==> config.mk <==
export PLATFORM = sky130hd
export DESIGN_NAME = pwmc_channels
export DESIGN_NICKNAME = d
export VERILOG_FILES = /design/src/rtl/pwmc_pkg.sv /design/src/rtl/pwmc_channels.sv /design/src/rtl/pwmc_wave.sv
export SDC_FILE = /design/constraint.sdc
export NUM_CORES = 2
export LEC_CHECK = 0
export ABC_CLOCK_PERIOD_IN_PS = 14700
export BUFFER_PORTS_ARGS = -buffer_cell sky130_fd_sc_hd__buf_4
export CAP_MARGIN = 40
export CELL_PAD_IN_SITES_DETAIL_PLACEMENT = 0
export CELL_PAD_IN_SITES_GLOBAL_PLACEMENT = 1
export CORE_UTILIZATION = 52
export CTS_BUF_LIST = sky130_fd_sc_hd__clkbuf_8 sky130_fd_sc_hd__clkbuf_16
export DETAILED_ROUTE_END_ITERATION = 10
export MAX_ROUTING_LAYER = met4
export PLACE_DENSITY_LB_ADDON = 0.1
export SLEW_MARGIN = 30
export SYNTH_ARGS = -nofsm -noshare
export SYNTH_HDL_FRONTEND = slang
export SYNTH_SLANG_ARGS = --single-unit
==> constraint.sdc <==
create_clock -name clk_sys_in -period 14.7 [get_ports clk_sys_in]
set_input_delay 0 -clock clk_sys_in [delete_from_list [all_inputs] [get_ports clk_sys_in]]
set_output_delay 0 -clock clk_sys_in [all_outputs]
set_load 0.03 [all_outputs]
==> src/rtl/pwmc_pkg.sv <==
package pwmc_pkg;

    // ------------------------------------------------------------
    // Structure and timing
    // ------------------------------------------------------------
    localparam int NCH           = 2;
    localparam int CLK_PERIOD_NS = 10;
    localparam int CLK_HZ        = 100_000_000;
    // Ramp time base: one step slot per microsecond
    localparam int RAMP_TICK_NS  = 1000;
    localparam int RAMP_TICK_CYC = (RAMP_TICK_NS + CLK_PERIOD_NS - 1) / CLK_PERIOD_NS;
    localparam int TICK_W        = 7;
    localparam int ACC_W         = 40;

    // ------------------------------------------------------------
    // Value ranges and pin codes
    // ------------------------------------------------------------
    localparam logic [15:0] FREQ_MAX_NARROW = 16'h4e20;
    localparam logic [15:0] FREQ_MAX_WIDE   = 16'h9c40;
    localparam logic [15:0] DUTY_MAX        = 16'h03e8;
    localparam logic [15:0] PIN_LO          = 16'h0002;
    localparam logic [15:0] PIN_HI          = 16'h0003;
    localparam logic [15:0] RESET_WORD      = 16'h0000;

    // Phase accumulator spans one period as CLK_HZ * DUTY_MAX units
    localparam logic [ACC_W-1:0] CLK_HZ_W   = ACC_W'(CLK_HZ);
    localparam logic [ACC_W-1:0] DUTY_SCALE = ACC_W'(DUTY_MAX);
    localparam logic [ACC_W-1:0] ACC_SPAN   = CLK_HZ_W * DUTY_SCALE;

    // ------------------------------------------------------------
    // Fault codes (two's complement)
    // ------------------------------------------------------------
    localparam logic [15:0] ERR_NONE    = 16'h0000;
    localparam logic [15:0] ERR_HALT    = 16'h0001;
    localparam logic [15:0] ERR_FREQ    = 16'h0003;
    localparam logic [15:0] ERR_PIN     = 16'hffff;
    localparam logic [15:0] ERR_OVERLAP = 16'hfffe;

    // Gray codes along idle, accel, run, decel
    typedef enum logic [2:0] {
        ST_IDLE  = 3'h0,
        ST_ACCEL = 3'h1,
        ST_RUN   = 3'h3,
        ST_DECEL = 3'h2,
        ST_STOP  = 3'h6
    } pwmc_state_t;

    // Negative duty reads as off, large duty saturates at full on
    function automatic logic [15:0] duty_fix(input logic [15:0] d);
        if (d[15])
            return RESET_WORD;
        else if (d > DUTY_MAX)
            return DUTY_MAX;
        else
            return d;
    endfunction : duty_fix

    // Narrow variant is signed, wide variant unsigned
    function automatic logic freq_ok(input logic [15:0] f, input logic wide);
        if (wide)
            return f <= FREQ_MAX_WIDE;
        else
            return !f[15] && (f <= FREQ_MAX_NARROW);
    endfunction : freq_ok

endpackage : pwmc_pkg

==> src/rtl/pwmc_channels.sv <==
`timescale 1ns/100ps

// Contract
// - A scan with the rung true starts the channel out of idle.
// - Run phase drives the chosen pin at commanded frequency and duty.
// - A scan with the rung false stops the waveform and returns idle.
// - Generator runs alone; status words refresh on every instruction scan.
// - Two independent elements, each driving embedded output 2 or 3.
// - Pin selection holds 2 or 3, fixed by configuration, read-only.
// - Only the two embedded outputs are ever driven.
// - Ramp-down flag is high exactly during deceleration.
// - Steady flag is high exactly during the run phase.
// - Frequency words are 16 bits, 0..20000 signed or 0..40000 unsigned.
// - Duty command writable, duty status read-only, both 0..1000.
// - Ramp delay word is 16 bits, 0..32767, for accel and decel.
// - Read-only fault code word carries signed codes -2..5.
// - Phase, fault, health flags read-only; ramp select, hard stop writable.
// - Frequency command outside the variant range raises a channel error.
// - Ramp select 1 ramps frequency, 0 ramps duty; frozen while running.
// - Hard stop halts at once, output low, and raises an error.
// - Quiet flag is high when idle, low when running.
module pwmc_channels #(
    parameter bit WIDE_RANGE = 1'b0
) (
    // Clock and reset
    input  wire logic                 clk_sys_in,
    input  wire logic                 rst_n_in,
    // Instruction scan, one per element
    input  wire logic [1:0]           scan_in,
    input  wire logic [1:0]           rung_in,
    // Control words
    input  wire logic [1:0][15:0]     freq_cmd_in,
    input  wire logic [1:0][15:0]     duty_cmd_in,
    input  wire logic [1:0][15:0]     ramp_delay_in,
    input  wire logic [1:0]           ramp_target_sel_in,
    input  wire logic [1:0]           halt_now_in,
    // Configuration
    input  wire logic [1:0][15:0]     pin_cfg_in,
    // Status bits
    output logic [1:0]                ramp_down_flag_out,
    output logic [1:0]                steady_flag_out,
    output logic [1:0]                ramp_up_flag_out,
    output logic [1:0]                quiet_flag_out,
    output logic [1:0]                fault_flag_out,
    output logic [1:0]                healthy_flag_out,
    output logic [1:0]                active_flag_out,
    // Status words
    output logic [1:0][15:0]          pin_sel_word_out,
    output logic [1:0][15:0]          freq_live_out,
    output logic [1:0][15:0]          duty_live_out,
    output logic [1:0][15:0]          fault_code_out,
    // Embedded outputs: bit 0 is output 2, bit 1 is output 3
    output logic [1:0]                emb_pin_out
);

    localparam int N = pwmc_pkg::NCH;

    // ------------------------------------------------------------
    // Declarations
    // ------------------------------------------------------------
    pwmc_pkg::pwmc_state_t state_r   [N];
    pwmc_pkg::pwmc_state_t state_nxt [N];

    logic [N-1:0]                    en_r;
    logic [N-1:0]                    sel_r;
    logic                            cfg_done_r;
    logic [N-1:0][15:0]              pin_r;
    logic [N-1:0][15:0]              err_r;
    logic [N-1:0][15:0]              err_nxt;
    logic [N-1:0][15:0]              ramp_val_r;
    logic [N-1:0][15:0]              ramp_cnt_r;
    logic [pwmc_pkg::TICK_W-1:0]     tick_cnt_r;
    logic                            tick_r;

    logic [N-1:0][15:0]              cfg_code;
    logic [N-1:0][15:0]              tgt_c;
    logic [N-1:0][15:0]              freq_run;
    logic [N-1:0][15:0]              duty_run;
    logic [N-1:0]                    step_c;
    logic [N-1:0]                    run_c;
    logic [N-1:0]                    wave_c;

    logic [1:0]                      ramp_down_r;
    logic [1:0]                      steady_r;
    logic [1:0]                      ramp_up_r;
    logic [1:0]                      quiet_r;
    logic [1:0]                      fault_r;
    logic [1:0]                      healthy_r;
    logic [1:0][15:0]                freq_live_r;
    logic [1:0][15:0]                duty_live_r;
    logic [1:0][15:0]                fault_code_r;
    logic [1:0]                      emb_r;

    // ------------------------------------------------------------
    // Configuration capture
    // ------------------------------------------------------------

    // pin fixed once
    // Taken on the first clock after reset release, never again, so
    // the running program cannot move a channel to another pin
    always_ff @(posedge clk_sys_in) begin
        if (!rst_n_in) begin
            cfg_done_r <= 1'b0;
            pin_r      <= '0;
        end else if (!cfg_done_r) begin
            cfg_done_r <= 1'b1;
            pin_r      <= pin_cfg_in;
        end
    end

    // pin validity check
    // Bad pin gives -1; two valid elements on one pin give -2 to both
    always_comb begin
        for (int c = 0; c < N; c++) begin
            if (pin_r[c] != pwmc_pkg::PIN_LO && pin_r[c] != pwmc_pkg::PIN_HI)
                cfg_code[c] = pwmc_pkg::ERR_PIN;
            else if (pin_r[0] == pin_r[1])
                cfg_code[c] = pwmc_pkg::ERR_OVERLAP;
            else
                cfg_code[c] = pwmc_pkg::ERR_NONE;
        end
    end

    // ------------------------------------------------------------
    // Program scan and ramp time base
    // ------------------------------------------------------------

    // rung sampled on scan
    // The rung only counts when the instruction is evaluated
    always_ff @(posedge clk_sys_in) begin
        if (!rst_n_in)
            en_r <= '0;
        else begin
            for (int c = 0; c < N; c++) begin
                if (scan_in[c])
                    en_r[c] <= rung_in[c];
            end
        end
    end

    // ramp select frozen
    // Follows the program only while idle; a running profile keeps
    // the component it started with
    always_ff @(posedge clk_sys_in) begin
        if (!rst_n_in)
            sel_r <= '0;
        else begin
            for (int c = 0; c < N; c++) begin
                if (state_r[c] == pwmc_pkg::ST_IDLE)
                    sel_r[c] <= ramp_target_sel_in[c];
            end
        end
    end

    // One-cycle enable every microsecond for the ramp counters
    always_ff @(posedge clk_sys_in) begin
        if (!rst_n_in) begin
            tick_cnt_r <= '0;
            tick_r     <= 1'b0;
        end else if (tick_cnt_r == pwmc_pkg::TICK_W'(pwmc_pkg::RAMP_TICK_CYC - 1)) begin
            tick_cnt_r <= '0;
            tick_r     <= 1'b1;
        end else begin
            tick_cnt_r <= tick_cnt_r + 1'b1;
            tick_r     <= 1'b0;
        end
    end

    // ------------------------------------------------------------
    // Profile values
    // ------------------------------------------------------------

    // ramped component select
    // The ramp value stands in for whichever component is ramped; the
    // other follows its command word directly
    always_comb begin
        for (int c = 0; c < N; c++) begin
            tgt_c[c]    = sel_r[c] ? freq_cmd_in[c]
                                   : pwmc_pkg::duty_fix(duty_cmd_in[c]);
            freq_run[c] = sel_r[c] ? ramp_val_r[c] : freq_cmd_in[c];
            duty_run[c] = sel_r[c] ? pwmc_pkg::duty_fix(duty_cmd_in[c])
                                   : ramp_val_r[c];
            step_c[c]   = tick_r &&
                          ({1'b0, ramp_cnt_r[c]} + 17'h00001 >= {1'b0, ramp_delay_in[c]});
            run_c[c]    = state_r[c] == pwmc_pkg::ST_ACCEL ||
                          state_r[c] == pwmc_pkg::ST_RUN ||
                          state_r[c] == pwmc_pkg::ST_DECEL;
        end
    end

    // ------------------------------------------------------------
    // Channel state machines
    // ------------------------------------------------------------

    always_comb begin
        logic [15:0] trip;
        logic        nodly;
        trip  = pwmc_pkg::ERR_NONE;
        nodly = 1'b0;
        for (int c = 0; c < N; c++) begin
            trip         = pwmc_pkg::ERR_NONE;
            nodly        = ramp_delay_in[c] == pwmc_pkg::RESET_WORD;
            state_nxt[c] = state_r[c];
            err_nxt[c]   = err_r[c];
            if (halt_now_in[c])
                trip = pwmc_pkg::ERR_HALT;
            else if (!pwmc_pkg::freq_ok(freq_cmd_in[c], WIDE_RANGE))
                trip = pwmc_pkg::ERR_FREQ;
            unique case (state_r[c])
                pwmc_pkg::ST_IDLE: begin
                    err_nxt[c] = cfg_code[c];
                    if (en_r[c] && cfg_code[c] == pwmc_pkg::ERR_NONE) begin
                        if (trip != pwmc_pkg::ERR_NONE) begin
                            state_nxt[c] = pwmc_pkg::ST_STOP;
                            err_nxt[c]   = trip;
                        end else if (nodly)
                            state_nxt[c] = pwmc_pkg::ST_RUN;
                        else
                            state_nxt[c] = pwmc_pkg::ST_ACCEL;
                    end
                end
                pwmc_pkg::ST_ACCEL: begin
                    if (trip != pwmc_pkg::ERR_NONE) begin
                        state_nxt[c] = pwmc_pkg::ST_STOP;
                        err_nxt[c]   = trip;
                    end else if (!en_r[c])
                        state_nxt[c] = nodly ? pwmc_pkg::ST_IDLE : pwmc_pkg::ST_DECEL;
                    else if (ramp_val_r[c] >= tgt_c[c])
                        state_nxt[c] = pwmc_pkg::ST_RUN;
                end
                pwmc_pkg::ST_RUN: begin
                    if (trip != pwmc_pkg::ERR_NONE) begin
                        state_nxt[c] = pwmc_pkg::ST_STOP;
                        err_nxt[c]   = trip;
                    end else if (!en_r[c])
                        state_nxt[c] = nodly ? pwmc_pkg::ST_IDLE : pwmc_pkg::ST_DECEL;
                end
                pwmc_pkg::ST_DECEL: begin
                    if (trip != pwmc_pkg::ERR_NONE) begin
                        state_nxt[c] = pwmc_pkg::ST_STOP;
                        err_nxt[c]   = trip;
                    end else if (en_r[c])
                        state_nxt[c] = pwmc_pkg::ST_ACCEL;
                    else if (ramp_val_r[c] == pwmc_pkg::RESET_WORD)
                        state_nxt[c] = pwmc_pkg::ST_IDLE;
                end
                pwmc_pkg::ST_STOP: begin
                    // cleared by false rung
                    // Needs both a false rung and hard stop released
                    if (!en_r[c] && !halt_now_in[c]) begin
                        state_nxt[c] = pwmc_pkg::ST_IDLE;
                        err_nxt[c]   = pwmc_pkg::ERR_NONE;
                    end
                end
                default: begin
                    state_nxt[c] = pwmc_pkg::ST_IDLE;
                    err_nxt[c]   = pwmc_pkg::ERR_NONE;
                end
            endcase
        end
    end

    // State and live fault code registers
    always_ff @(posedge clk_sys_in) begin
        if (!rst_n_in) begin
            for (int c = 0; c < N; c++)
                state_r[c] <= pwmc_pkg::ST_IDLE;
            err_r <= '0;
        end else begin
            for (int c = 0; c < N; c++)
                state_r[c] <= state_nxt[c];
            err_r <= err_nxt;
        end
    end

    // Ramp value and delay counter; steered by next state so the
    // value is already at target on the first run cycle
    always_ff @(posedge clk_sys_in) begin
        if (!rst_n_in) begin
            ramp_val_r <= '0;
            ramp_cnt_r <= '0;
        end else begin
            for (int c = 0; c < N; c++) begin
                unique case (state_nxt[c])
                    pwmc_pkg::ST_IDLE,
                    pwmc_pkg::ST_STOP: begin
                        ramp_val_r[c] <= '0;
                        ramp_cnt_r[c] <= '0;
                    end
                    pwmc_pkg::ST_RUN: begin
                        ramp_val_r[c] <= tgt_c[c];
                        ramp_cnt_r[c] <= '0;
                    end
                    pwmc_pkg::ST_ACCEL: begin
                        if (step_c[c])
                            ramp_val_r[c] <= (ramp_val_r[c] >= tgt_c[c]) ? tgt_c[c]
                                                                        : ramp_val_r[c] + 1'b1;
                        if (tick_r)
                            ramp_cnt_r[c] <= step_c[c] ? '0 : ramp_cnt_r[c] + 1'b1;
                    end
                    pwmc_pkg::ST_DECEL: begin
                        if (step_c[c] && ramp_val_r[c] != pwmc_pkg::RESET_WORD)
                            ramp_val_r[c] <= ramp_val_r[c] - 1'b1;
                        if (tick_r)
                            ramp_cnt_r[c] <= step_c[c] ? '0 : ramp_cnt_r[c] + 1'b1;
                    end
                    default: begin
                        ramp_val_r[c] <= '0;
                        ramp_cnt_r[c] <= '0;
                    end
                endcase
            end
        end
    end

    // ------------------------------------------------------------
    // Waveform generators
    // ------------------------------------------------------------

    for (genvar g = 0; g < N; g++) begin : gen_wave
        pwmc_wave u_wave (
            .clk_sys_in (clk_sys_in),
            .rst_n_in   (rst_n_in),
            .run_in     (run_c[g]),
            .freq_in    (freq_run[g]),
            .duty_in    (duty_run[g]),
            .wave_out   (wave_c[g])
        );
    end

    // embedded pins only
    // Each pin ORs the elements that own it; the overlap check keeps
    // two running elements from ever sharing one
    always_ff @(posedge clk_sys_in) begin
        if (!rst_n_in)
            emb_r <= '0;
        else begin
            for (int p = 0; p < 2; p++) begin
                emb_r[p] <= 1'b0;
                for (int c = 0; c < N; c++) begin
                    if (run_c[c] && state_nxt[c] != pwmc_pkg::ST_STOP &&
                        state_nxt[c] != pwmc_pkg::ST_IDLE &&
                        pin_r[c] == pwmc_pkg::PIN_LO + 16'(p) && wave_c[c])
                        emb_r[p] <= 1'b1;
                end
            end
        end
    end

    // ------------------------------------------------------------
    // Status
    // ------------------------------------------------------------

    // phase flags exclusive
    // Taken from the next state so each flag matches the phase exactly
    always_ff @(posedge clk_sys_in) begin
        if (!rst_n_in) begin
            ramp_up_r   <= '0;
            steady_r    <= '0;
            ramp_down_r <= '0;
            quiet_r     <= '1;
            fault_r     <= '0;
            healthy_r   <= '0;
        end else begin
            for (int c = 0; c < N; c++) begin
                ramp_up_r[c]   <= state_nxt[c] == pwmc_pkg::ST_ACCEL;
                steady_r[c]    <= state_nxt[c] == pwmc_pkg::ST_RUN;
                ramp_down_r[c] <= state_nxt[c] == pwmc_pkg::ST_DECEL;
                quiet_r[c]     <= state_nxt[c] == pwmc_pkg::ST_IDLE;
                fault_r[c]     <= err_nxt[c] != pwmc_pkg::ERR_NONE;
                healthy_r[c]   <= err_nxt[c] == pwmc_pkg::ERR_NONE &&
                                  (state_nxt[c] == pwmc_pkg::ST_ACCEL ||
                                   state_nxt[c] == pwmc_pkg::ST_RUN ||
                                   state_nxt[c] == pwmc_pkg::ST_DECEL);
            end
        end
    end

    // words refresh on scan
    // Words are only as fresh as the last scan, as software expects;
    // an idle channel reports zero frequency and duty
    always_ff @(posedge clk_sys_in) begin
        if (!rst_n_in) begin
            freq_live_r  <= '0;
            duty_live_r  <= '0;
            fault_code_r <= '0;
        end else begin
            for (int c = 0; c < N; c++) begin
                if (scan_in[c]) begin
                    freq_live_r[c]  <= run_c[c] ? freq_run[c] : pwmc_pkg::RESET_WORD;
                    duty_live_r[c]  <= run_c[c] ? duty_run[c] : pwmc_pkg::RESET_WORD;
                    fault_code_r[c] <= err_r[c];
                end
            end
        end
    end

    // ------------------------------------------------------------
    // Outputs, all straight from flops
    // ------------------------------------------------------------
    assign ramp_down_flag_out = ramp_down_r;
    assign steady_flag_out    = steady_r;
    assign ramp_up_flag_out   = ramp_up_r;
    assign quiet_flag_out     = quiet_r;
    assign fault_flag_out     = fault_r;
    assign healthy_flag_out   = healthy_r;
    assign active_flag_out    = en_r;
    assign pin_sel_word_out   = pin_r;
    assign freq_live_out      = freq_live_r;
    assign duty_live_out      = duty_live_r;
    assign fault_code_out     = fault_code_r;
    assign emb_pin_out        = emb_r;

endmodule : pwmc_channels

==> src/rtl/pwmc_wave.sv <==
`timescale 1ns/100ps

module pwmc_wave (
    // Clock and reset
    input  wire logic        clk_sys_in,
    input  wire logic        rst_n_in,
    // Waveform command
    input  wire logic        run_in,
    input  wire logic [15:0] freq_in,
    input  wire logic [15:0] duty_in,
    // Waveform
    output logic             wave_out
);

    logic [pwmc_pkg::ACC_W-1:0] acc_r;
    logic [pwmc_pkg::ACC_W-1:0] acc_sum;
    logic [pwmc_pkg::ACC_W-1:0] acc_nxt;
    logic [pwmc_pkg::ACC_W-1:0] inc_c;
    logic [pwmc_pkg::ACC_W-1:0] thresh_c;

    // Exact frequency without a divider: add freq*1000 per clock,
    // wrap at CLK_HZ*1000; high while below duty*CLK_HZ
    always_comb begin
        inc_c    = {24'h000000, freq_in} * pwmc_pkg::DUTY_SCALE;
        thresh_c = {24'h000000, duty_in} * pwmc_pkg::CLK_HZ_W;
        acc_sum  = acc_r + inc_c;
        if (acc_sum >= pwmc_pkg::ACC_SPAN)
            acc_nxt = acc_sum - pwmc_pkg::ACC_SPAN;
        else
            acc_nxt = acc_sum;
    end

    // Phase and output flop; stopped generator holds the pin low
    always_ff @(posedge clk_sys_in) begin
        if (!rst_n_in || !run_in) begin
            acc_r    <= '0;
            wave_out <= 1'b0;
        end else begin
            acc_r    <= acc_nxt;
            wave_out <= acc_r < thresh_c;
        end
    end

endmodule : pwmc_wave

# ---- Yosys cells after proc, flatten, opt, wreduce, memory -nomap -nowiden
# Memory sizes are Yosys's and may differ from the RTL's.
# Cells that the tools add are included.
dict set report word_totals {
  register_bits 333
  ram_bits 6
  out_inout_bits 144
  word_cells 251
  n_memories 1
}
# memory words width read_ports rd_clocked_by_memory_dff wr line_no
set memory_table {}
lappend memory_table {state_r 2 3 2 0 2 pwmc_channels.sv:61} ;# pwmc_pkg::pwmc_state_t state_r [N];
dict set report op_classes {
  addsub 13
  multipliers 4
  n_lt_le_gt_ge 12
  n_eq_ne 30
  muxes 82
  bitwise_logic 3
  reduce_logical 74
}
# operator n
set op_table {}
lappend op_table {{16-bit 2-to-1 mux} 29}
lappend op_table {{16-bit one-hot mux with 3 select lines} 4}
lappend op_table {{16-bit logical NOT} 8}
lappend op_table {{16-bit nonzero test} 6}
lappend op_table {{40-bit by 26-bit adder with 40-bit output} 2}
lappend op_table {{40-bit by 37-bit greater-or-equal comparator with 1-bit output, second input constant} 2}
lappend op_table {{40-bit less-than comparator} 2}
lappend op_table {{40-bit 2-to-1 mux} 2}
lappend op_table {{40-bit by 37-bit subtractor with 40-bit output, second input constant} 2}
lappend op_table {{3-bit 2-to-1 mux} 24}
lappend op_table {{16-bit by 1-bit adder with 16-bit output, second input constant} 4}
lappend op_table {{16-bit by 2-bit == test with 1-bit output, second input constant} 4}
lappend op_table {{16-bit by 19-bit multiplier with 32-bit output, second input constant} 2}
lappend op_table {{16-bit by 2-bit inequality test with 1-bit output, second input constant} 4}
lappend op_table {{15-bit 2-to-1 mux} 4}
lappend op_table {{16-bit by 7-bit multiplier with 23-bit output, second input constant} 2}
lappend op_table {{16-bit by 1-bit adder with 17-bit output, second input constant} 2}
lappend op_table {{17-bit by 16-bit greater-or-equal comparator with 1-bit output} 2}
lappend op_table {{16-bit greater-or-equal comparator} 2}
lappend op_table {{16-bit by 10-bit greater-than comparator with 1-bit output, second input constant} 2}
lappend op_table {{16-bit by 15-bit less-or-equal comparator with 1-bit output, second input constant} 2}
lappend op_table {{16-bit by 1-bit subtractor with 16-bit output, second input constant} 2}
lappend op_table {{3-bit one-hot mux with 5 select lines} 2}
lappend op_table {{1-bit logical AND} 26}
lappend op_table {{19 further kinds} 77}

# ---- Depth between registers and ports, before layout
dict set report logic_depth {
  word_depth 16
  depth_mapped 41
}

# ---- Modules after synthesis
# Synthesis repeated with hierarchy kept, for this count alone.
dict set report hier_totals {
  cells_unflattened 4433
  area_unflattened_um2 38274.2
}
# module instances cells_per_inst area_each_um2
set by_module_without_submodules {}
lappend by_module_without_submodules {pwmc_channels 1 1846 15049.4}
lappend by_module_without_submodules {{pwmc_wave at gen_wave[1].u_wave} 1 1305 11685.0}
lappend by_module_without_submodules {{pwmc_wave at gen_wave[0].u_wave} 1 1282 11539.8}

# ---- Worst setup path after synthesis
# Ideal clock, no wire load.
dict set report synth_path {
  kind {flip-flop to flip-flop}
  from {register sel_r[1]}
  to {register gen_wave[1].u_wave.acc_r[12] (netlist bit)}
  setup_ns 0.086
  arrival_time_ns 8.930
  required_time_ns 14.614
  slack_ns 5.685
  path_stages_with_launch 40
  n_path_buf 6
  period_less_slack_ns 9.015
  path_cell_list {dfxtp_1 > clkbuf_1 > clkbuf_1 > mux2_2 > fa_1 > inv_1 > fa_1 > fa_1 > inv_1 > fa_1 > ha_1 > o21ai_0 > a21boi_0 > o21ai_0 > a21boi_0 > o21ai_0 > a21boi_0 > o31a_1 > [4 not listed] > xnor2_1 > ha_1 > clkbuf_1 > a21oi_1 > nor2_1 > nor2_1 > o311ai_0 > a211oi_1 > and2_1 > clkbuf_1 > o311ai_0 > o211ai_1 > a21oi_1 > nor2_1 > buf_4 > buf_4 > nor2_1 > a211oi_1}
}
dict set report synth_via {
  elab_chain_len 5
  elab_cells_between_ends 6
  cone_classes {2 x add/sub; 1 x mul; 1 x order compare; 2 x mux}
}
# item line_no
set synth_lines {}
lappend synth_lines {{start, declared} pwmc_channels.sv:65} ;# logic [N-1:0] sel_r;
lappend synth_lines {{start signal, assigned by index} pwmc_channels.sv:150} ;# sel_r[c] <= ramp_target_sel_in[c];
lappend synth_lines {{16-bit 2-to-1 mux *} pwmc_channels.sv:180} ;# freq_run[c] = sel_r[c] ? ramp_val_r[c] : freq_cmd_in[c];
lappend synth_lines {{16-bit by 7-bit multiplier with 23-bit output *} pwmc_wave.sv:24} ;# inc_c = {24'h000000, freq_in} * pwmc_pkg::DUTY_SCALE;
lappend synth_lines {{40-bit by 26-bit adder with 40-bit output *} pwmc_wave.sv:26} ;# acc_sum = acc_r + inc_c;
lappend synth_lines {{40-bit by 37-bit subtractor with 40-bit output / 40-bit by 37-bit greater-or-equal comparator with 1-bit output (equally long branches)} {pwmc_wave.sv:28, pwmc_wave.sv:27}}
lappend synth_lines {{40-bit 2-to-1 mux *} pwmc_wave.sv:27} ;# if (acc_sum >= pwmc_pkg::ACC_SPAN)
lappend synth_lines {{end signal, assigned} pwmc_wave.sv:39} ;# acc_r <= acc_nxt;
lappend synth_lines {{end, declared} pwmc_wave.sv:15} ;# logic [pwmc_pkg::ACC_W-1:0] acc_r;
# Mark *: on every way between the ends. The rest lies on a longest branch, timed or not.
# A chain may end at the register's enable or synchronous reset.

# ---- Worst setup path after layout
dict set report layout_path {
  from {register sel_r[1]}
  to {register gen_wave[1].u_wave.acc_r[37] (netlist bit)}
}
# Same word-level chain as after synthesis.

==> results.tsv <==
stage	metric	value	unit
floorplan	rows	99	
placement	portBuffers	281	
detailed_routing	avgRoutedWirePerCell	18.36	um
detailed_routing	num_vias	32131	
pwr	p_per_area	130.2	nW/um^2
worst_setup_path	critical_path.most_common_cell	fa_1	
detailed_routing	postRouteAntennaNets	0	
worst_setup_path	crit_path_max_incr_delay	0.54	ns
pwr	comb_power_share	64.2	%
global_route	antenna_found_initial	1	
synthesis	syn_area_per_cell	8.407	um^2
placement	place_ws	4.382	ns
detailed_routing	drt_pass1_iterations	9	
synthesis	syn-num-nets	5515	
floorplan	start_util	52.56	%
cells_and_area	final_cells	5827	
synthesis	synth_top_area_share	17.38	%
placement	gp_congestion	0.9465	
worst_setup_path	cp.required	15.20	ns
worst_setup_path	worstSetupEndpointType	flop	
synthesis	synthTopCellsByArea	dfxtp_1 (17%), fa_1 (17%), ha_1 (16%)	
pwr	p_leak	21.30	nW
synthesis	synth_cell_types	106	
floorplan	coreArea	72960	um^2
sta	finalCriticalPeriod	10.35	ns
clock_network	ctsRootBufferMaster	clkbuf_16	
detailed_routing	drt_iter0_markers	1708	
floorplan	die_h	273.6	um
sta	fin_tns_setup	0	ns
detailed_routing	postRouteWirelength	107.0	mm
global_route	grt_max_degree	84	
pwr	internal_power	2.990	mW
worst_setup_path	crit_arrival	10.85	ns
cells_and_area	most-common-layout-cells	inv_1 (687), ha_1 (493), nor2_1 (430), dfxtp_1 (330), fa_1 (322)	
run	max_cap_violations	0	
cells_and_area	drive_gt1_share	10.23	%
sta	timing.slew.headroom	41.73	%
run_status	status	complete, no violations	
worst_setup_path	critPathLaunchType	flop	
floorplan	die-area	74840	um^2
clock_network	htree_num_levels	2	
synthesis	netlist_area	38350	um^2
synthesis	synth_edf_count	0	
synthesis	ys_seq_area_share	17.38	%
min_path	hp-class	input port to flop	
synthesis	yosysWarnings	0	
placement	hpwl	86.30	mm
worst_setup_path	crit_slowest_cell	fa_1	
synthesis	yosys.area.top_type	dfxtp_1	
cells_and_area	final_common_cell	inv_1	
clock_network	clock_tree.buffer_depth	3	
clock_network	tritoncts	yes	
sta	rsz0062_at_grt	false	
floorplan	io_pins	282	
synthesis	synthArstFlopShare	0	%
pwr	power.switching	2.677	mW
clock_network	insertion_delay	0.59	ns
clock_network	cts_setup_buffers	0	
sta	setup_viol	0	
global_route	grt_pass1_vias	31420	
cells_and_area	fin_nets	5791	
sta	fin_ws	4.352	ns
pwr	peakVddDrop	0.1307	mV
sta	finalMaxSlewViolations	0	
clock_network	numCtsBuffers	42	
worst_setup_path	worst-path-max-fanout	52	
floorplan	dieWidth	273.6	um
global_route	gr-total-overflow	0	
sta	hold_violations	0	
synthesis	synth.ff_latch_count	333	
cells_and_area	area_delta_synth_final	13.51	%
global_route	grtUsageTotal	29.06	%
sta	max_freq	0.09664	GHz
sta	fin_crit_sh	70.39	%
sta	fin_hold_ws	0.03243	ns
global_route	grt_pass1_wl	169.1	mm
pwr	pwr-share-clk	19.2	%
clock_network	cts.reportedPaths.clkPinSlew	0.06	ns
clock_network	cts_sinks	333	
sta	clock_skew	0.02418	ns
detailed_routing	via_per_inst	5.514	
detailed_routing	drc	0	
pwr	p_sw_share	47.23	%
placement	dp_cells	5675	
worst_setup_path	crit_type	flop to flop	
synthesis	synth_flop_cell	dfxtp_1	
synthesis	syn_inst	4562	
pwr	pwr-share-seq	16.6	%
cells_and_area	fin_util	59.67	%
sta	worst_pin_slew	0.8682	ns
[logic make-up after synthesis]
group | share of synthesized area, %
AO/OA/AOI/OAI | 14.61
multiplexers | 3.882
buffers and inverters | 8.372
flip-flops | 17.38
adder cells (fa/ha/maj) | 32.89
AND/OR/NAND/NOR | 16.37
XOR/XNOR | 6.483
[repair_timing]
item                      4_1_cts  5_1_grt
resized for setup               0        0
hold buffers                   76        0
hold endpoints to repair      143        0
[routing by layer]
layer / vias to the layer above / share of wire, % / GRT usage [%]
met1: 15228 / 45 / 37.36
met3: 161 / 4.5 / 2.877
met2: 786 / 48 / 47.97
met4: 0 / 3.0 / 9.130
met5: - / 0 / -
li1: 15956 / - / -
[sequential cells by signal (all words and copies together) (netlist names), 6 cells and up]
register               cells
ramp_val_r                32
freq_live_out             32
state_r                    6
duty_live_out             32
err_r                     32
pin_sel_word_out          32
gen_wave.u_wave.acc_r     74
fault_code_out            32
ramp_cnt_r                32
tick_cnt_r                 7
[cell usage after synthesis (45+ instances only)]
| master | n |
|---|---|
| inv_1 | 680 |
| nor2_1 | 432 |
| nand2b_1 | 71 |
| nand3_1 | 133 |
| clkbuf_1 | 117 |
| mux2i_1 | 106 |
| dfxtp_1 | 333 |
| o21ai_0 | 149 |
| a21o_1 | 71 |
| o21a_1 | 45 |
| xnor2_1 | 157 |
| xor2_1 | 125 |
| ha_1 | 493 |
| and3_1 | 46 |
| a21oi_1 | 266 |
| nor3_1 | 79 |
| nand4_1 | 51 |
| nand2_1 | 272 |
| fa_1 | 322 |
[worst max-delay path: cells and delay by family, from the launching register on]
kind                     cells  cell delay [ns]
XOR/XNOR                     1             0.38
AO/OA/AOI/OAI               14             3.02
multiplexers                 2             0.63
AND/OR/NAND/NOR              5             1.73
adder cells (fa/ha/maj)      6             2.78
flip-flops                   1             0.36
buffers and inverters        6             1.35
[per-stage QoR]
step | instance area, um^2 | total power [mW]
6_report | 43530 | 5.667
5_1_grt | 43530 | 6.137
4_1_cts | 43520 | 5.685
3_5_place_dp | 41320 | 4.554
3_3_place_gp | 41230 | 4.555
2_1_floorplan | 38350 | 3.750
[cell type report]
cell class | instances | area, um^2
Sequential cell | 333 | 6673
Tap cell | 959 | 1200
Multi-Input combinational cell | 3387 | 28500
Timing Repair Buffer | 392 | 3156
Fill cell | 6637 | 29430
Inverter | 682 | 2565
Antenna cell | 2 | 5.005
Clock buffer | 50 | 1161
Clock inverter | 22 | 276.5
[power by group through the flow]
stage	Sequential (mW)	Combinational, mW	Clock, mW
after global routing	0.945	4.05	1.14
after CTS	0.943	3.63	1.11
after floorplan	0.976	2.77	0
final	0.943	3.64	1.09
after global placement	0.963	3.59	0
after detailed placement	0.963	3.59	0
[worst paths after layout]
path | startpoint | endpoint | slack [ns] | depth (start not counted)
worst max-delay path | sel_r[1] | gen_wave[1].u_wave.acc_r[37] | 4.35 | 34
worst min-delay path | freq_cmd_in[10] | ramp_val_r[10] | 0.03 | 5
worst max register to register | sel_r[1] | gen_wave[1].u_wave.acc_r[37] | 4.35 | 34
worst min register to register | tick_cnt_r[0] | tick_cnt_r[0] | 0.44 | 1
No activity file was read; power rests on OpenSTA's default activity.
